## config.mk

```make
export PLATFORM = sky130hd
export DESIGN_NAME = pmc_ctrl
export DESIGN_NICKNAME = d
export VERILOG_FILES = /design/src/core/pmc_pkg.sv /design/src/core/pmc_sync.sv /design/src/core/pmc_ctrl.sv
export SDC_FILE = /design/constraint.sdc
export NUM_CORES = 1
export LEC_CHECK = 0
export ABC_AREA = 1
export BUFFER_PORTS_ARGS = -buffer_cell sky130_fd_sc_hd__buf_2
export CORE_AREA = 2 2 95 106
export CTS_CLUSTER_DIAMETER = 60
export DETAILED_ROUTE_END_ITERATION = 7
export DIE_AREA = 0 0 97 108
export PLACE_DENSITY = 0.82
export SLEW_MARGIN = 5
export SYNTH_ARGS = -nofsm -noshare
export SYNTH_HDL_FRONTEND = slang
export SYNTH_SLANG_ARGS = --single-unit
export TNS_END_PERCENT = 1
```

## constraint.sdc

```tcl
create_clock -name clk_i -period 1.4 [get_ports clk_i]
set_input_delay 0.07 -clock clk_i [delete_from_list [all_inputs] [get_ports clk_i]]
set_output_delay 0.07 -clock clk_i [all_outputs]
set_load 0.005 [all_outputs]
```

## src/core/pmc_pkg.sv

```systemverilog
// Package: constants for the power mode controller
package pmc_pkg;
  localparam int PMC_NCH = 8;
  localparam int PMC_NIN = 2;
  // Register byte offsets
  localparam logic [7:0] PMC_OFF_OUT = 8'h00;
  localparam logic [7:0] PMC_OFF_HWCR = 8'h04;
  localparam logic [7:0] PMC_OFF_MAP0 = 8'h08;
  localparam logic [7:0] PMC_OFF_MAP1 = 8'h0c;
  localparam logic [7:0] PMC_OFF_STAT = 8'h10;
  localparam logic [7:0] PMC_OFF_ERR = 8'h14;
  localparam logic [7:0] PMC_OFF_DIAG = 8'h18;
  localparam logic [7:0] PMC_OFF_CMD = 8'h1c;
  // Field positions
  localparam int PMC_ACTIVITY_HOLD_BIT = 0;
  localparam int PMC_SOFT_RESET_COMMAND_BIT = 1;
  localparam int PMC_ST_MODE = 0;
  localparam int PMC_ST_UV = 2;
  localparam int PMC_ST_LOP = 3;
  localparam int PMC_ST_TER = 4;
  localparam int PMC_ST_DIAG = 5;
  // Reset values
  localparam logic [7:0] PMC_OUT_RST = 8'h00;
  localparam logic [7:0] PMC_MAP0_RST = 8'h04;
  localparam logic [7:0] PMC_MAP1_RST = 8'h08;
  // Mode field codes
  localparam logic [1:0] PMC_MODE_LIMP = 2'h1;
  localparam logic [1:0] PMC_MODE_ACT = 2'h2;
  localparam logic [1:0] PMC_MODE_IDLE = 2'h3;
  localparam logic [1:0] PMC_MODE_SLEEP = 2'h0;
  localparam logic [7:0] PMC_LIMP_CH = 8'h0c;
  typedef enum logic [3:0] {
    PMC_SLEEP = 4'h1,
    PMC_IDLE = 4'h2,
    PMC_ACTIVE = 4'h4,
    PMC_LIMP = 4'h8
  } pmc_state_type;
endpackage

```

## src/core/pmc_sync.sv

```systemverilog
// Two-flop synchroniser for asynchronous pin and supply levels
`timescale 1ns/100ps
module pmc_sync #(
  parameter int W = 1
) (
  input wire logic clk_i,
  input wire logic rst_i,
  input wire logic [W-1:0] d_i,
  output logic [W-1:0] q_o
);
  logic [W-1:0] meta_q;
  always_ff @(posedge clk_i) begin
    if (rst_i) begin
      meta_q <= '0;
      q_o <= '0;
    end else begin
      meta_q <= d_i;
      q_o <= meta_q;
    end
  end
endmodule // pmc_sync

```

## src/core/pmc_ctrl.sv

```systemverilog
// Power mode controller with Wishbone register file
//
// Our own choices: the Wishbone interface to the registers and the register offsets.
`timescale 1ns/100ps
// Contract
// - Sleep: outputs off, registers at reset; code resets only OUT, HWCR, MAP0 and MAP1, flags keep their values
// - Power-up needs supply and pin high
// - Power-on when analog or digital good
// - Idle disables diagnosis
// - Idle keeps all channels off
// - Idle with digital supply accepts access
// - Idle preserves channel error flags
// - Idle high plus demand enters Active
// - No hold: no demand returns to Idle
// - Hold bit keeps Active
// - Digital undervoltage to Idle if inputs low
// - Any input enters Active despite mapping
// - Idle low with input: Limp Home
// - Limp Home: reads answered, writes ignored
// - Limp entry sets both supply flags
// - Limp mode field reads 01
// - First command in Limp sets error flag
// - Limp clears open-load-off bits
// - Limp keeps error and monitor bits
// - Limp holds other registers at default
// - Limp drives only channels 2 and 3
// - Reset command keeps channel error flags
// - Undervoltage flag clears after diag readout
module pmc_ctrl import pmc_pkg::*; #(
  parameter int NCH = PMC_NCH
) (
  input wire logic clk_i,
  input wire logic rst_i,
  input wire logic [7:0] adr_i,
  input wire logic [31:0] dat_i,
  output logic [31:0] dat_o,
  input wire logic we_i,
  input wire logic [3:0] sel_i,
  input wire logic cyc_i,
  input wire logic stb_i,
  output logic ack_o,
  output logic err_o,
  input wire logic idle_pin_i,
  input wire logic [PMC_NIN-1:0] parallel_input_pin_i,
  input wire logic vs_present_i,
  input wire logic vs_op_good_i,
  input wire logic vdd_present_i,
  input wire logic vdd_lop_good_i,
  input wire logic vdd_uv_i,
  input wire logic [NCH-1:0] channel_fault_i,
  input wire logic [NCH-1:0] open_load_i,
  input wire logic [NCH-1:0] output_status_i,
  output logic [NCH-1:0] channel_en_o,
  output logic [1:0] mode_o,
  output logic power_on_o,
  output logic diag_en_o
);
  logic [7:0] sync_in;
  logic [7:0] sync_out;
  logic idle_s, vs_pres_s, vs_op_s, vdd_pres_s, vdd_lop_s, vdd_uv_s;
  logic [PMC_NIN-1:0] in_s;
  assign sync_in = {idle_pin_i, parallel_input_pin_i, vs_present_i,
                    vs_op_good_i, vdd_present_i, vdd_lop_good_i, vdd_uv_i};
  pmc_sync #(.W(8)) u_sync (
    .clk_i(clk_i),
    .rst_i(rst_i),
    .d_i(sync_in),
    .q_o(sync_out)
  );
  assign {idle_s, in_s, vs_pres_s, vs_op_s, vdd_pres_s, vdd_lop_s,
          vdd_uv_s} = sync_out;

  pmc_state_type state_q, state_d;
  logic [NCH-1:0] channel_on_bit_q;
  logic activity_hold_bit_q;
  logic [7:0] input_map_first_q, input_map_second_q;
  logic analog_undervoltage_flag_q, digital_low_power_flag_q;
  logic transmission_error_flag_q, ter_armed_q;
  logic [NCH-1:0] channel_error_flag_q, open_load_off_diag_q;
  logic ack_q, err_q;
  logic [31:0] rdat_q;

  wire any_in = |in_s;
  wire supply = vs_pres_s | vdd_pres_s;
  wire power_up = supply & (any_in | idle_s);
  wire por = vs_op_s | vdd_lop_s;
  wire demand = any_in | (|channel_on_bit_q);
  wire in_limp = (state_q == PMC_LIMP);
  wire in_active = (state_q == PMC_ACTIVE);
  wire in_sleep = (state_q == PMC_SLEEP);
  wire limp_entry = (state_d == PMC_LIMP) && !in_limp;
  // Registers clear when not in a mode that keeps them
  wire reg_clr = in_sleep | in_limp | !idle_s | !vdd_pres_s;
  wire req = cyc_i & stb_i & ~ack_q & ~err_q;
  wire wr_ok = req & we_i & sel_i[0] & vdd_pres_s & !in_limp;
  wire adr_hit = (adr_i <= PMC_OFF_CMD) && (adr_i[1:0] == 2'h0);
  wire wr_out = wr_ok && adr_i == PMC_OFF_OUT;
  wire wr_hwcr = wr_ok && adr_i == PMC_OFF_HWCR;
  wire wr_map0 = wr_ok && adr_i == PMC_OFF_MAP0;
  wire wr_map1 = wr_ok && adr_i == PMC_OFF_MAP1;
  wire soft_reset_command_bit = wr_hwcr && dat_i[PMC_SOFT_RESET_COMMAND_BIT];
  wire rd_diag = req && !we_i && adr_i == PMC_OFF_DIAG;
  wire any_cmd = req & adr_hit;

  // Mode selection, reevaluated every cycle
  always_comb begin
    state_d = state_q;
    case (state_q)
      PMC_SLEEP: begin
        if (power_up && por) begin
          state_d = idle_s ? PMC_IDLE : PMC_LIMP;
        end
      end
      PMC_IDLE: begin
        if (!idle_s) begin
          state_d = any_in ? PMC_LIMP : PMC_SLEEP;
        end else if (demand && !(vdd_uv_s && !any_in)) begin
          state_d = PMC_ACTIVE;
        end
      end
      PMC_ACTIVE: begin
        if (!idle_s) begin
          state_d = any_in ? PMC_LIMP : PMC_SLEEP;
        end else if (vdd_uv_s && !any_in) begin
          state_d = PMC_IDLE;
        end else if (!activity_hold_bit_q && !demand) begin
          state_d = PMC_IDLE;
        end
      end
      PMC_LIMP: begin
        if (idle_s) begin
          state_d = demand ? PMC_ACTIVE : PMC_IDLE;
        end else if (!any_in) begin
          state_d = PMC_SLEEP;
        end
      end
      default: state_d = PMC_SLEEP;
    endcase
    if (!supply) begin
      state_d = PMC_SLEEP;
    end
  end

  always_ff @(posedge clk_i) begin
    if (rst_i) begin
      state_q <= PMC_SLEEP;
    end else begin
      state_q <= state_d;
    end
  end

  // Control registers
  always_ff @(posedge clk_i) begin
    if (rst_i || reg_clr || soft_reset_command_bit) begin
      channel_on_bit_q <= PMC_OUT_RST;
      activity_hold_bit_q <= 1'b0;
      input_map_first_q <= PMC_MAP0_RST;
      input_map_second_q <= PMC_MAP1_RST;
    end else begin
      if (wr_out) channel_on_bit_q <= dat_i[NCH-1:0];
      if (wr_hwcr) activity_hold_bit_q <= dat_i[PMC_ACTIVITY_HOLD_BIT];
      if (wr_map0) input_map_first_q <= dat_i[7:0];
      if (wr_map1) input_map_second_q <= dat_i[7:0];
    end
  end

  // Supply flags: entry sets win over every clear but the reset input
  always_ff @(posedge clk_i) begin
    if (rst_i) begin
      analog_undervoltage_flag_q <= 1'b0;
      digital_low_power_flag_q <= 1'b0;
    end else if (limp_entry) begin
      analog_undervoltage_flag_q <= 1'b1;
      digital_low_power_flag_q <= 1'b1;
    end else begin
      if (!in_sleep && !vs_op_s) begin
        analog_undervoltage_flag_q <= 1'b1;
      end else if (soft_reset_command_bit || rd_diag) begin
        analog_undervoltage_flag_q <= 1'b0;
      end
      if (!in_sleep && !vdd_lop_s) begin
        digital_low_power_flag_q <= 1'b1;
      end else if (soft_reset_command_bit || rd_diag) begin
        digital_low_power_flag_q <= 1'b0;
      end
    end
  end

  // Transmission error: armed on Limp entry, set by first command
  always_ff @(posedge clk_i) begin
    if (rst_i) begin
      ter_armed_q <= 1'b0;
      transmission_error_flag_q <= 1'b0;
    end else begin
      if (limp_entry) begin
        ter_armed_q <= 1'b1;
      end else if (any_cmd && in_limp) begin
        ter_armed_q <= 1'b0;
      end
      if (any_cmd && in_limp && ter_armed_q) begin
        transmission_error_flag_q <= 1'b1;
      end else if (req && !adr_hit) begin
        transmission_error_flag_q <= 1'b1;
      end else if (req && !we_i && adr_i == PMC_OFF_STAT) begin
        transmission_error_flag_q <= 1'b0;
      end
    end
  end

  // Diagnosis flags; error flags survive everything but reset input and a write of ones to the error register
  always_ff @(posedge clk_i) begin
    if (rst_i) begin
      channel_error_flag_q <= '0;
      open_load_off_diag_q <= '0;
    end else begin
      channel_error_flag_q <= (channel_error_flag_q
        & ~((wr_ok && adr_i == PMC_OFF_ERR) ? dat_i[NCH-1:0] : '0))
        | (in_sleep ? '0 : channel_fault_i);
      if (in_limp) begin
        open_load_off_diag_q <= '0;
      end else if (diag_en_o) begin
        open_load_off_diag_q <= open_load_off_diag_q
          | (open_load_i & ~channel_en_o);
      end else if (rd_diag) begin
        open_load_off_diag_q <= '0;
      end
    end
  end

  // Channel drive
  wire [7:0] map_in0 = in_s[0] ? input_map_first_q : 8'h00;
  wire [7:0] map_in1 = in_s[1] ? input_map_second_q : 8'h00;
  wire [7:0] limp_ch = {4'h0, in_s[1], in_s[0], 2'h0} & PMC_LIMP_CH;
  logic [NCH-1:0] ch_d;
  always_comb begin
    ch_d = '0;
    if (in_active) begin
      ch_d = channel_on_bit_q | map_in0[NCH-1:0] | map_in1[NCH-1:0];
    end else if (in_limp) begin
      ch_d = limp_ch[NCH-1:0];
    end
  end

  logic [1:0] mode_d;
  always_comb begin
    case (state_q)
      PMC_LIMP: mode_d = PMC_MODE_LIMP;
      PMC_ACTIVE: mode_d = PMC_MODE_ACT;
      PMC_IDLE: mode_d = PMC_MODE_IDLE;
      default: mode_d = PMC_MODE_SLEEP;
    endcase
  end

  always_ff @(posedge clk_i) begin
    if (rst_i) begin
      channel_en_o <= '0;
      mode_o <= PMC_MODE_SLEEP;
      power_on_o <= 1'b0;
      diag_en_o <= 1'b0;
    end else begin
      channel_en_o <= ch_d;
      mode_o <= mode_d;
      power_on_o <= por;
      diag_en_o <= (state_d == PMC_ACTIVE);
    end
  end

  // Wishbone read mux
  logic [31:0] rd_mux;
  always_comb begin
    rd_mux = 32'h0000_0000;
    case (adr_i)
      PMC_OFF_OUT: rd_mux[NCH-1:0] = channel_on_bit_q;
      PMC_OFF_HWCR: rd_mux[PMC_ACTIVITY_HOLD_BIT] = activity_hold_bit_q;
      PMC_OFF_MAP0: rd_mux[7:0] = input_map_first_q;
      PMC_OFF_MAP1: rd_mux[7:0] = input_map_second_q;
      PMC_OFF_STAT: rd_mux[5:0] = {diag_en_o, transmission_error_flag_q,
        digital_low_power_flag_q, analog_undervoltage_flag_q, mode_o};
      PMC_OFF_ERR: rd_mux[NCH-1:0] = channel_error_flag_q;
      PMC_OFF_DIAG: rd_mux[NCH-1:0] = open_load_off_diag_q;
      PMC_OFF_CMD: rd_mux[NCH-1:0] = output_status_i;
      default: rd_mux = 32'h0000_0000;
    endcase
  end

  always_ff @(posedge clk_i) begin
    if (rst_i) begin
      ack_q <= 1'b0;
      err_q <= 1'b0;
      rdat_q <= 32'h0000_0000;
    end else begin
      ack_q <= req & adr_hit;
      err_q <= req & ~adr_hit;
      if (req) rdat_q <= rd_mux;
    end
  end
  assign ack_o = ack_q;
  assign err_o = err_q;
  assign dat_o = rdat_q;

  a_sleep_off: assert property (
    @(posedge clk_i) disable iff (rst_i)
    in_sleep |=> channel_en_o == '0)
    else $error("channel on in sleep");
  a_idle_nodiag: assert property (
    @(posedge clk_i) disable iff (rst_i)
    state_q == PMC_IDLE && state_d == PMC_IDLE |=> !diag_en_o)
    else $error("diag in idle");
  a_idle_off: assert property (
    @(posedge clk_i) disable iff (rst_i)
    state_q == PMC_IDLE |=> channel_en_o == '0)
    else $error("channel on in idle");
  a_idle_active: assert property (
    @(posedge clk_i) disable iff (rst_i)
    state_q == PMC_IDLE && idle_s && supply && any_in |=> in_active)
    else $error("no active entry");
  a_hold_active: assert property (
    @(posedge clk_i) disable iff (rst_i)
    in_active && activity_hold_bit_q && idle_s && supply && !vdd_uv_s
    |=> in_active)
    else $error("left active under hold");
  a_limp_nowrite: assert property (
    @(posedge clk_i) disable iff (rst_i)
    in_limp && req && we_i && adr_i == PMC_OFF_OUT
    |=> $stable(channel_on_bit_q))
    else $error("write in limp");
  a_limp_flags: assert property (
    @(posedge clk_i) disable iff (rst_i)
    limp_entry |=> analog_undervoltage_flag_q && digital_low_power_flag_q)
    else $error("limp flags not set");
  a_limp_mode: assert property (
    @(posedge clk_i) disable iff (rst_i)
    in_limp && $past(in_limp) |=> mode_o == PMC_MODE_LIMP)
    else $error("bad limp mode");
  a_limp_chan: assert property (
    @(posedge clk_i) disable iff (rst_i)
    in_limp |=> (channel_en_o & ~PMC_LIMP_CH[NCH-1:0]) == '0)
    else $error("wrong limp channel");
  a_limp_open_load_off_diag: assert property (
    @(posedge clk_i) disable iff (rst_i)
    in_limp |=> open_load_off_diag_q == '0)
    else $error("open_load_off_diag in limp");
  a_limp_ter: assert property (
    @(posedge clk_i) disable iff (rst_i)
    in_limp && ter_armed_q && any_cmd |=> transmission_error_flag_q)
    else $error("no error flag on first limp command");
  a_rst_flags: assert property (
    @(posedge clk_i) disable iff (rst_i)
    soft_reset_command_bit && vs_op_s && vdd_lop_s && !limp_entry
    |=> !analog_undervoltage_flag_q && !digital_low_power_flag_q)
    else $error("supply flags kept by reset command");
  c_active: cover property (@(posedge clk_i) in_active);
  c_limp: cover property (@(posedge clk_i) in_limp && any_cmd);
  c_back_idle: cover property (@(posedge clk_i)
    in_active ##1 state_q == PMC_IDLE);
  c_uv_idle: cover property (@(posedge clk_i)
    in_active && vdd_uv_s ##1 state_q == PMC_IDLE);
endmodule // pmc_ctrl

```

# After elaboration in Yosys (flattened, before gate mapping)
# Cells that the tools add are included.
[word_totals]
regBits = 87
inputBits = 81
out_inout_bits = 46
[classes]
order_cmp = 1
eq_ne = 13
n_mux = 35
bitwise_logic = 28
reduce_logical = 45
[op_table]
columns = ["cell", "count"]
rows = [
  ["2-to-1 mux 8 bit", 7],
  ["2-to-1 mux 4 bit", 12],
  ["case mux 5 bit (7 select lines)", 1],
  ["equality test 8 x 5 -> 1 bit (second input constant)", 4],
  ["OR 8 bit", 4],
  ["logical AND 1 bit", 20],
  ["AND 8 bit", 2],
  ["equality test 8 x 4 -> 1 bit (second input constant)", 2],
  ["NOT 8 bit", 2],
  ["case mux 4 bit (4 select lines)", 1],
  ["zero test 1 bit", 12],
  ["case mux 2 bit (6 select lines)", 1],
  ["AND 1 bit", 10],
  ["2-to-1 mux 1 bit", 10],
  ["nonzero test 3 bit", 3],
  ["equality test 4 x 3 -> 1 bit (second input constant)", 2],
  ["equality test 4 bit (second input constant)", 2],
  ["equality test 8 x 3 -> 1 bit (second input constant)", 1],
  ["<= comparator 8 x 5 -> 1 bit (second input constant)", 1],
  ["zero test 8 bit", 1],
  ["case mux 1 bit (8 select lines)", 1],
  ["OR reduction 8 bit", 1],
  ["OR 1 bit", 7],
  ["case mux 2 bit (3 select lines)", 1],
  ["other kinds (8)", 14],
]

# Longest topological paths before layout
[depth]
ltp_word = 13
mapped_depth = 11
mapped_depth_nobuf = 11

# Hierarchy
# Synthesis repeated with hierarchy kept, for this count alone.
[unflattened]
cells_unflattened = 602
hier_area_um2 = 4316.6
[by_module_without_submodules]
columns = ["module", "n_inst", "cells_per_inst", "area_each_um2", "seq_area_each_um2"]
rows = [
  ["pmc_ctrl", 1, 552, 3842.4, 1421.4],
  ["pmc_sync", 1, 50, 474.2, 320.3],
]

# Worst setup path before layout
# Ideal clock, no wire load.
[synth_path]
path_type = "register -> register"
start = "register ack_q (netlist: ack_o)"
end = "register activity_hold_bit_q"
setup_ns = 0.115
arrival_time_ns = 1.234
setup_slack_ns = 0.050
stages_incl_launch_ff = 8
n_path_buf = 1
synth_period_minus_slack_ns = 1.350
path_cell_list = "dfxtp_1 -> nor2_1 -> nand3_2 -> nor2_8 -> nand3_4 -> nand2_4 -> buf_6 -> a21oi_2"
[synth_via]
elab_chain_cells = 10
[synth_rtl]
columns = ["element", "line", "text"]
rows = [
  ["start, declared", "pmc_ctrl.sv:80", "logic ack_q, err_q;"],
  ["start signal, assigned", "pmc_ctrl.sv:292", "ack_q <= req & adr_hit;"],
  ["NOT 1 bit (*)", "pmc_ctrl.sv:94", "wire req = cyc_i & stb_i & ~ack_q & ~err_q;"],
  ["AND 1 bit (*) (2 in a row)", "pmc_ctrl.sv:94", ""],
  ["AND 1 bit (*) (4 in a row)", "pmc_ctrl.sv:95", "wire wr_ok = req & we_i & sel_i[0] & vdd_pres_s & !in_limp;"],
  ["logical AND 1 bit (*)", "pmc_ctrl.sv:98", "wire wr_hwcr = wr_ok && adr_i == PMC_OFF_HWCR;"],
  ["logical AND 1 bit", "pmc_ctrl.sv:101", "wire soft_reset_command_bit = wr_hwcr && dat_i[PMC_SOFT_RESET_COMMAND_BIT];"],
  ["logical OR 1 bit", "pmc_ctrl.sv:154", "if (rst_i || reg_clr || soft_reset_command_bit) begin"],
  ["end signal, assigned", "pmc_ctrl.sv:161", "if (wr_hwcr) activity_hold_bit_q <= dat_i[PMC_ACTIVITY_HOLD_BIT];"],
  ["end, declared", "pmc_ctrl.sv:75", "logic activity_hold_bit_q;"],
]
# Mark *: on every way between the ends. The rest lies on a longest branch, timed or not.
# A chain may end at the register's enable or synchronous reset.

# Worst setup path in the final report
[layout_path]
start = "register state_q[3]"
end = "register channel_on_bit_q[4]"
[layout_via]
elab_chain_cells = 6
word_cells_on_any_way = 12
classes_between = "eq/ne (2); bitwise (4); reduce/logical (6)"
[layout_rtl]
columns = ["element", "line", "text"]
rows = [
  ["start, declared", "pmc_ctrl.sv:73", "pmc_state_type state_q, state_d;"],
  ["start signal, assigned", "pmc_ctrl.sv:148", "state_q <= state_d;"],
  ["equality test 4 x 1 -> 1 bit / equality test 4 bit (equally long branches)", "pmc_ctrl.sv:90, pmc_ctrl.sv:88", ""],
  ["OR 1 bit / zero test 1 bit (equally long branches)", "pmc_ctrl.sv:93, pmc_ctrl.sv:95", ""],
  ["OR 1 bit / AND 1 bit (equally long branches)", "pmc_ctrl.sv:93, pmc_ctrl.sv:95", ""],
  ["OR 1 bit / logical AND 1 bit (equally long branches)", "pmc_ctrl.sv:93, pmc_ctrl.sv:98", ""],
  ["logical OR 1 bit / logical AND 1 bit (equally long branches)", "pmc_ctrl.sv:154, pmc_ctrl.sv:101", ""],
  ["logical OR 1 bit", "pmc_ctrl.sv:154", ""],
  ["end signal, assigned", "pmc_ctrl.sv:160", "if (wr_out) channel_on_bit_q <= dat_i[NCH-1:0];"],
  ["end, declared", "pmc_ctrl.sv:74", "logic [NCH-1:0] channel_on_bit_q;"],
]
# Parallel ways exist; a longest one is shown, timed or not.

==> impl_metrics.ini <==
[run_status]
status = finished, violations left
violations = negative setup slack

[sta]
slew_viol_final = 0
finalSetupViolations = 27
period_needed_ps = 1470
period_share_pct = 105
hold-worst-slack_ps = 19.4
fmax_mhz = 679
fin_skew_ps = 8.11
final-hold-violation-count = 0
rsz0062_at_grt = yes
setup_ws_ps = -73.1

[logic_synthesis]
synth_warnings = 0
yosys.area.top_type = dfxtp_1
syn_area_per_cell_um2 = 7.18
synth_area_leaders = dfxtp_1 (41%), nand2_1 (11%), nand3_1 (8.8%)
synth_cells = 597
synth_edf_count = 0
synth_flop_cell = dfxtp_1
yosysSeqAreaShare_pct = 40.6
synth-seq-cells = 87
syn-cell-area_um2 = 4290
synth_top_area_share_pct = 40.6
synth_cell_types = 35
async_reset_ff_share_pct = 0

[flow_run]
maxCapViolations = 0

[drt]
wl_met1_um = 5020
vias = 4431
drcViolationCount = 0
routed.top_layer = met4
wl_per_cell_um = 14.2
ant_nets = 0
wl_met2_um = 5690
wl_met3_um = 920
drt-total-wl_um = 12100
dr.pass1.iters = 6
via_per_inst = 5.19
drt_iter0_drc = 273

[power]
ir_worst_vdd_mv = 0.469
p_leak_nw = 2.44
power.density_nw_per_um2 = 882

[worst_setup_path]
endpoint_kind = flip-flop
crit_fanout = 7
required_ps = 1700
path_class = reg2reg
cp-start-kind = flip-flop
cp_data_arrival_time_ps = 1780

[clock_network]
cts_made_buffers = 9
path_clk_slew_ps = 90
cts_max_path_buffers = 2
cts-root-buf = clkbuf_8
cts_tree = built
cts.sinks = 87
clk-insertion-delay-late_ps = 370
h-tree-depth = 3

[final_layout]
instances_no_fill = 853
final_design_area_no_fill_um2 = 5540
syn2layout_area_growth_pct = 29.3
finalNetCount = 812
final_layout_size_suffix_gt1_share_pct = 27.0
layout_common_cells = nand2_1 (121), dfxtp_1 (83), nand3_1 (75), buf_2 (75), nor2_1 (67)
antenna_cells = 0
final_common_cell = nand2_1

[floorplanning]
start_util_pct = 46.1
die_h_um = 108
io_pins = 127
die_area_um2 = 10500
die_w_um = 97
core_um2 = 9310
num_rows = 37

[placement]
dp_hpwl_um = 8970
pre_cts_ws_ps = -61.3
place.gp.congestion = 0.948
numPortBuffers = 75
placed_cell_area_um2 = 4920
dp.cells = 806

[hold_path]
hold_path.class = in2reg

[global_routing]
grt_overflow = 0
antenna_found_initial = 0
grt_usage_pct = 22.6
grt_pass1_wl_um = 18900
grt_pass1_vias = 3987
grt_max_degree = 24
-- final timing paths --
kind | from | cells after the start | endpoint | slack (ps)
min reg2reg | u_sync.meta_q[3] | 2 | u_sync.q_o[3] | 400
max | state_q[3] | 9 | channel_on_bit_q[4] | -70
min | rst_i | 2 | analog_undervoltage_flag_q | 20
max reg2reg | state_q[3] | 9 | channel_on_bit_q[4] | -70
-- registers in the layout, indices dropped and copies added (netlist names), 2 cells and up --
signal and cells:
open_load_off_diag_q 8, u_sync.meta_q 8, dat_o 8, u_sync.q_o 8
mode_o 2, state_q 4, channel_en_o 8, channel_error_flag_q 8
input_map_second_q 8, channel_on_bit_q 8, input_map_first_q 8
-- layout make-up --
| class | instances | area (um^2) |
|---|---|---|
| multi-input cells | 422 | 2130 |
| fillers | 820 | 3760 |
| inverters | 64 | 240 |
| clock buffers | 9 | 124 |
| clock inverters | 7 | 96.3 |
| well taps | 117 | 146 |
| flip-flops and latches | 87 | 1750 |
| repair buffers | 147 | 1050 |
-- layer usage --
| layer | global-route usage [%] | vias up |
|---|---|---|
| met2 | 37.3 | 241 |
| li1 | - | 2146 |
| met1 | 27.9 | 2010 |
| met5 | 0 | - |
| met3 | 3.81 | 34 |
| met4 | 13.4 | 0 |
-- timing repair --
action	in CTS	in global routing
pin swaps	0	4
endpoints found under the hold margin	27	0
setup endpoints to repair	27	52
hold buffers	26	0
cloned	0	1
gates resized for setup	5	22
setup buffers	0	4
-- synthesized netlist by cell type, types with 5 or more instances --
library cell,n
a21oi_2,20
nor2_2,6
dfxtp_1,87
nand4_1,7
a21oi_1,46
buf_4,30
nand2_1,123
inv_1,61
nor2_1,72
nand3_1,75
clkbuf_1,5
nand3b_1,8
buf_2,10
o21ai_0,10
nand2_2,5
-- critical path: stages, from the launching register on --
cell	delay, ps
dfxtp_2	350
inv_2	60
nor2_4	40
nand2_4	110
nand2_4	70
nor4_4	250
buf_4	180
nand2_8	80
clkbuf_16	170
a21oi_2	90
-- cells by family (layout without fill, tap and decap cells) --
family | Yosys count | in the layout | share of synthesized area [%]
buf+inv | 111 | 227 | 13.0
flops | 87 | 87 | 40.6
simple gates | 312 | 312 | 33.9
compound gates | 86 | 86 | 12.4
other cells | 1 | 24 | 0.0875
-- stage by stage --
step / total power [W] / TNS, ps / utilization, %
2_1_floorplan: 0.00279 / 0 / -
5_1_grt: 0.00504 / -3000 / 59.6
3_3_place_gp: 0.00291 / -36.3 / 52.9
4_1_cts: 0.00488 / -8.57 / 58.2
6_report: 0.00489 / -1210 / 59.6
3_5_place_dp: 0.00292 / -531 / 52.9
-- where the power goes --
group | switching [W] | total (W) | internal [W]
combinational | 0.000229 | 0.000413 | 0.000185
sequential | 0.0000153 | 0.00252 | 0.00251
clock | 0.000947 | 0.00195 | 0.00101
Note: power is estimated with default switching activity, not from simulation.
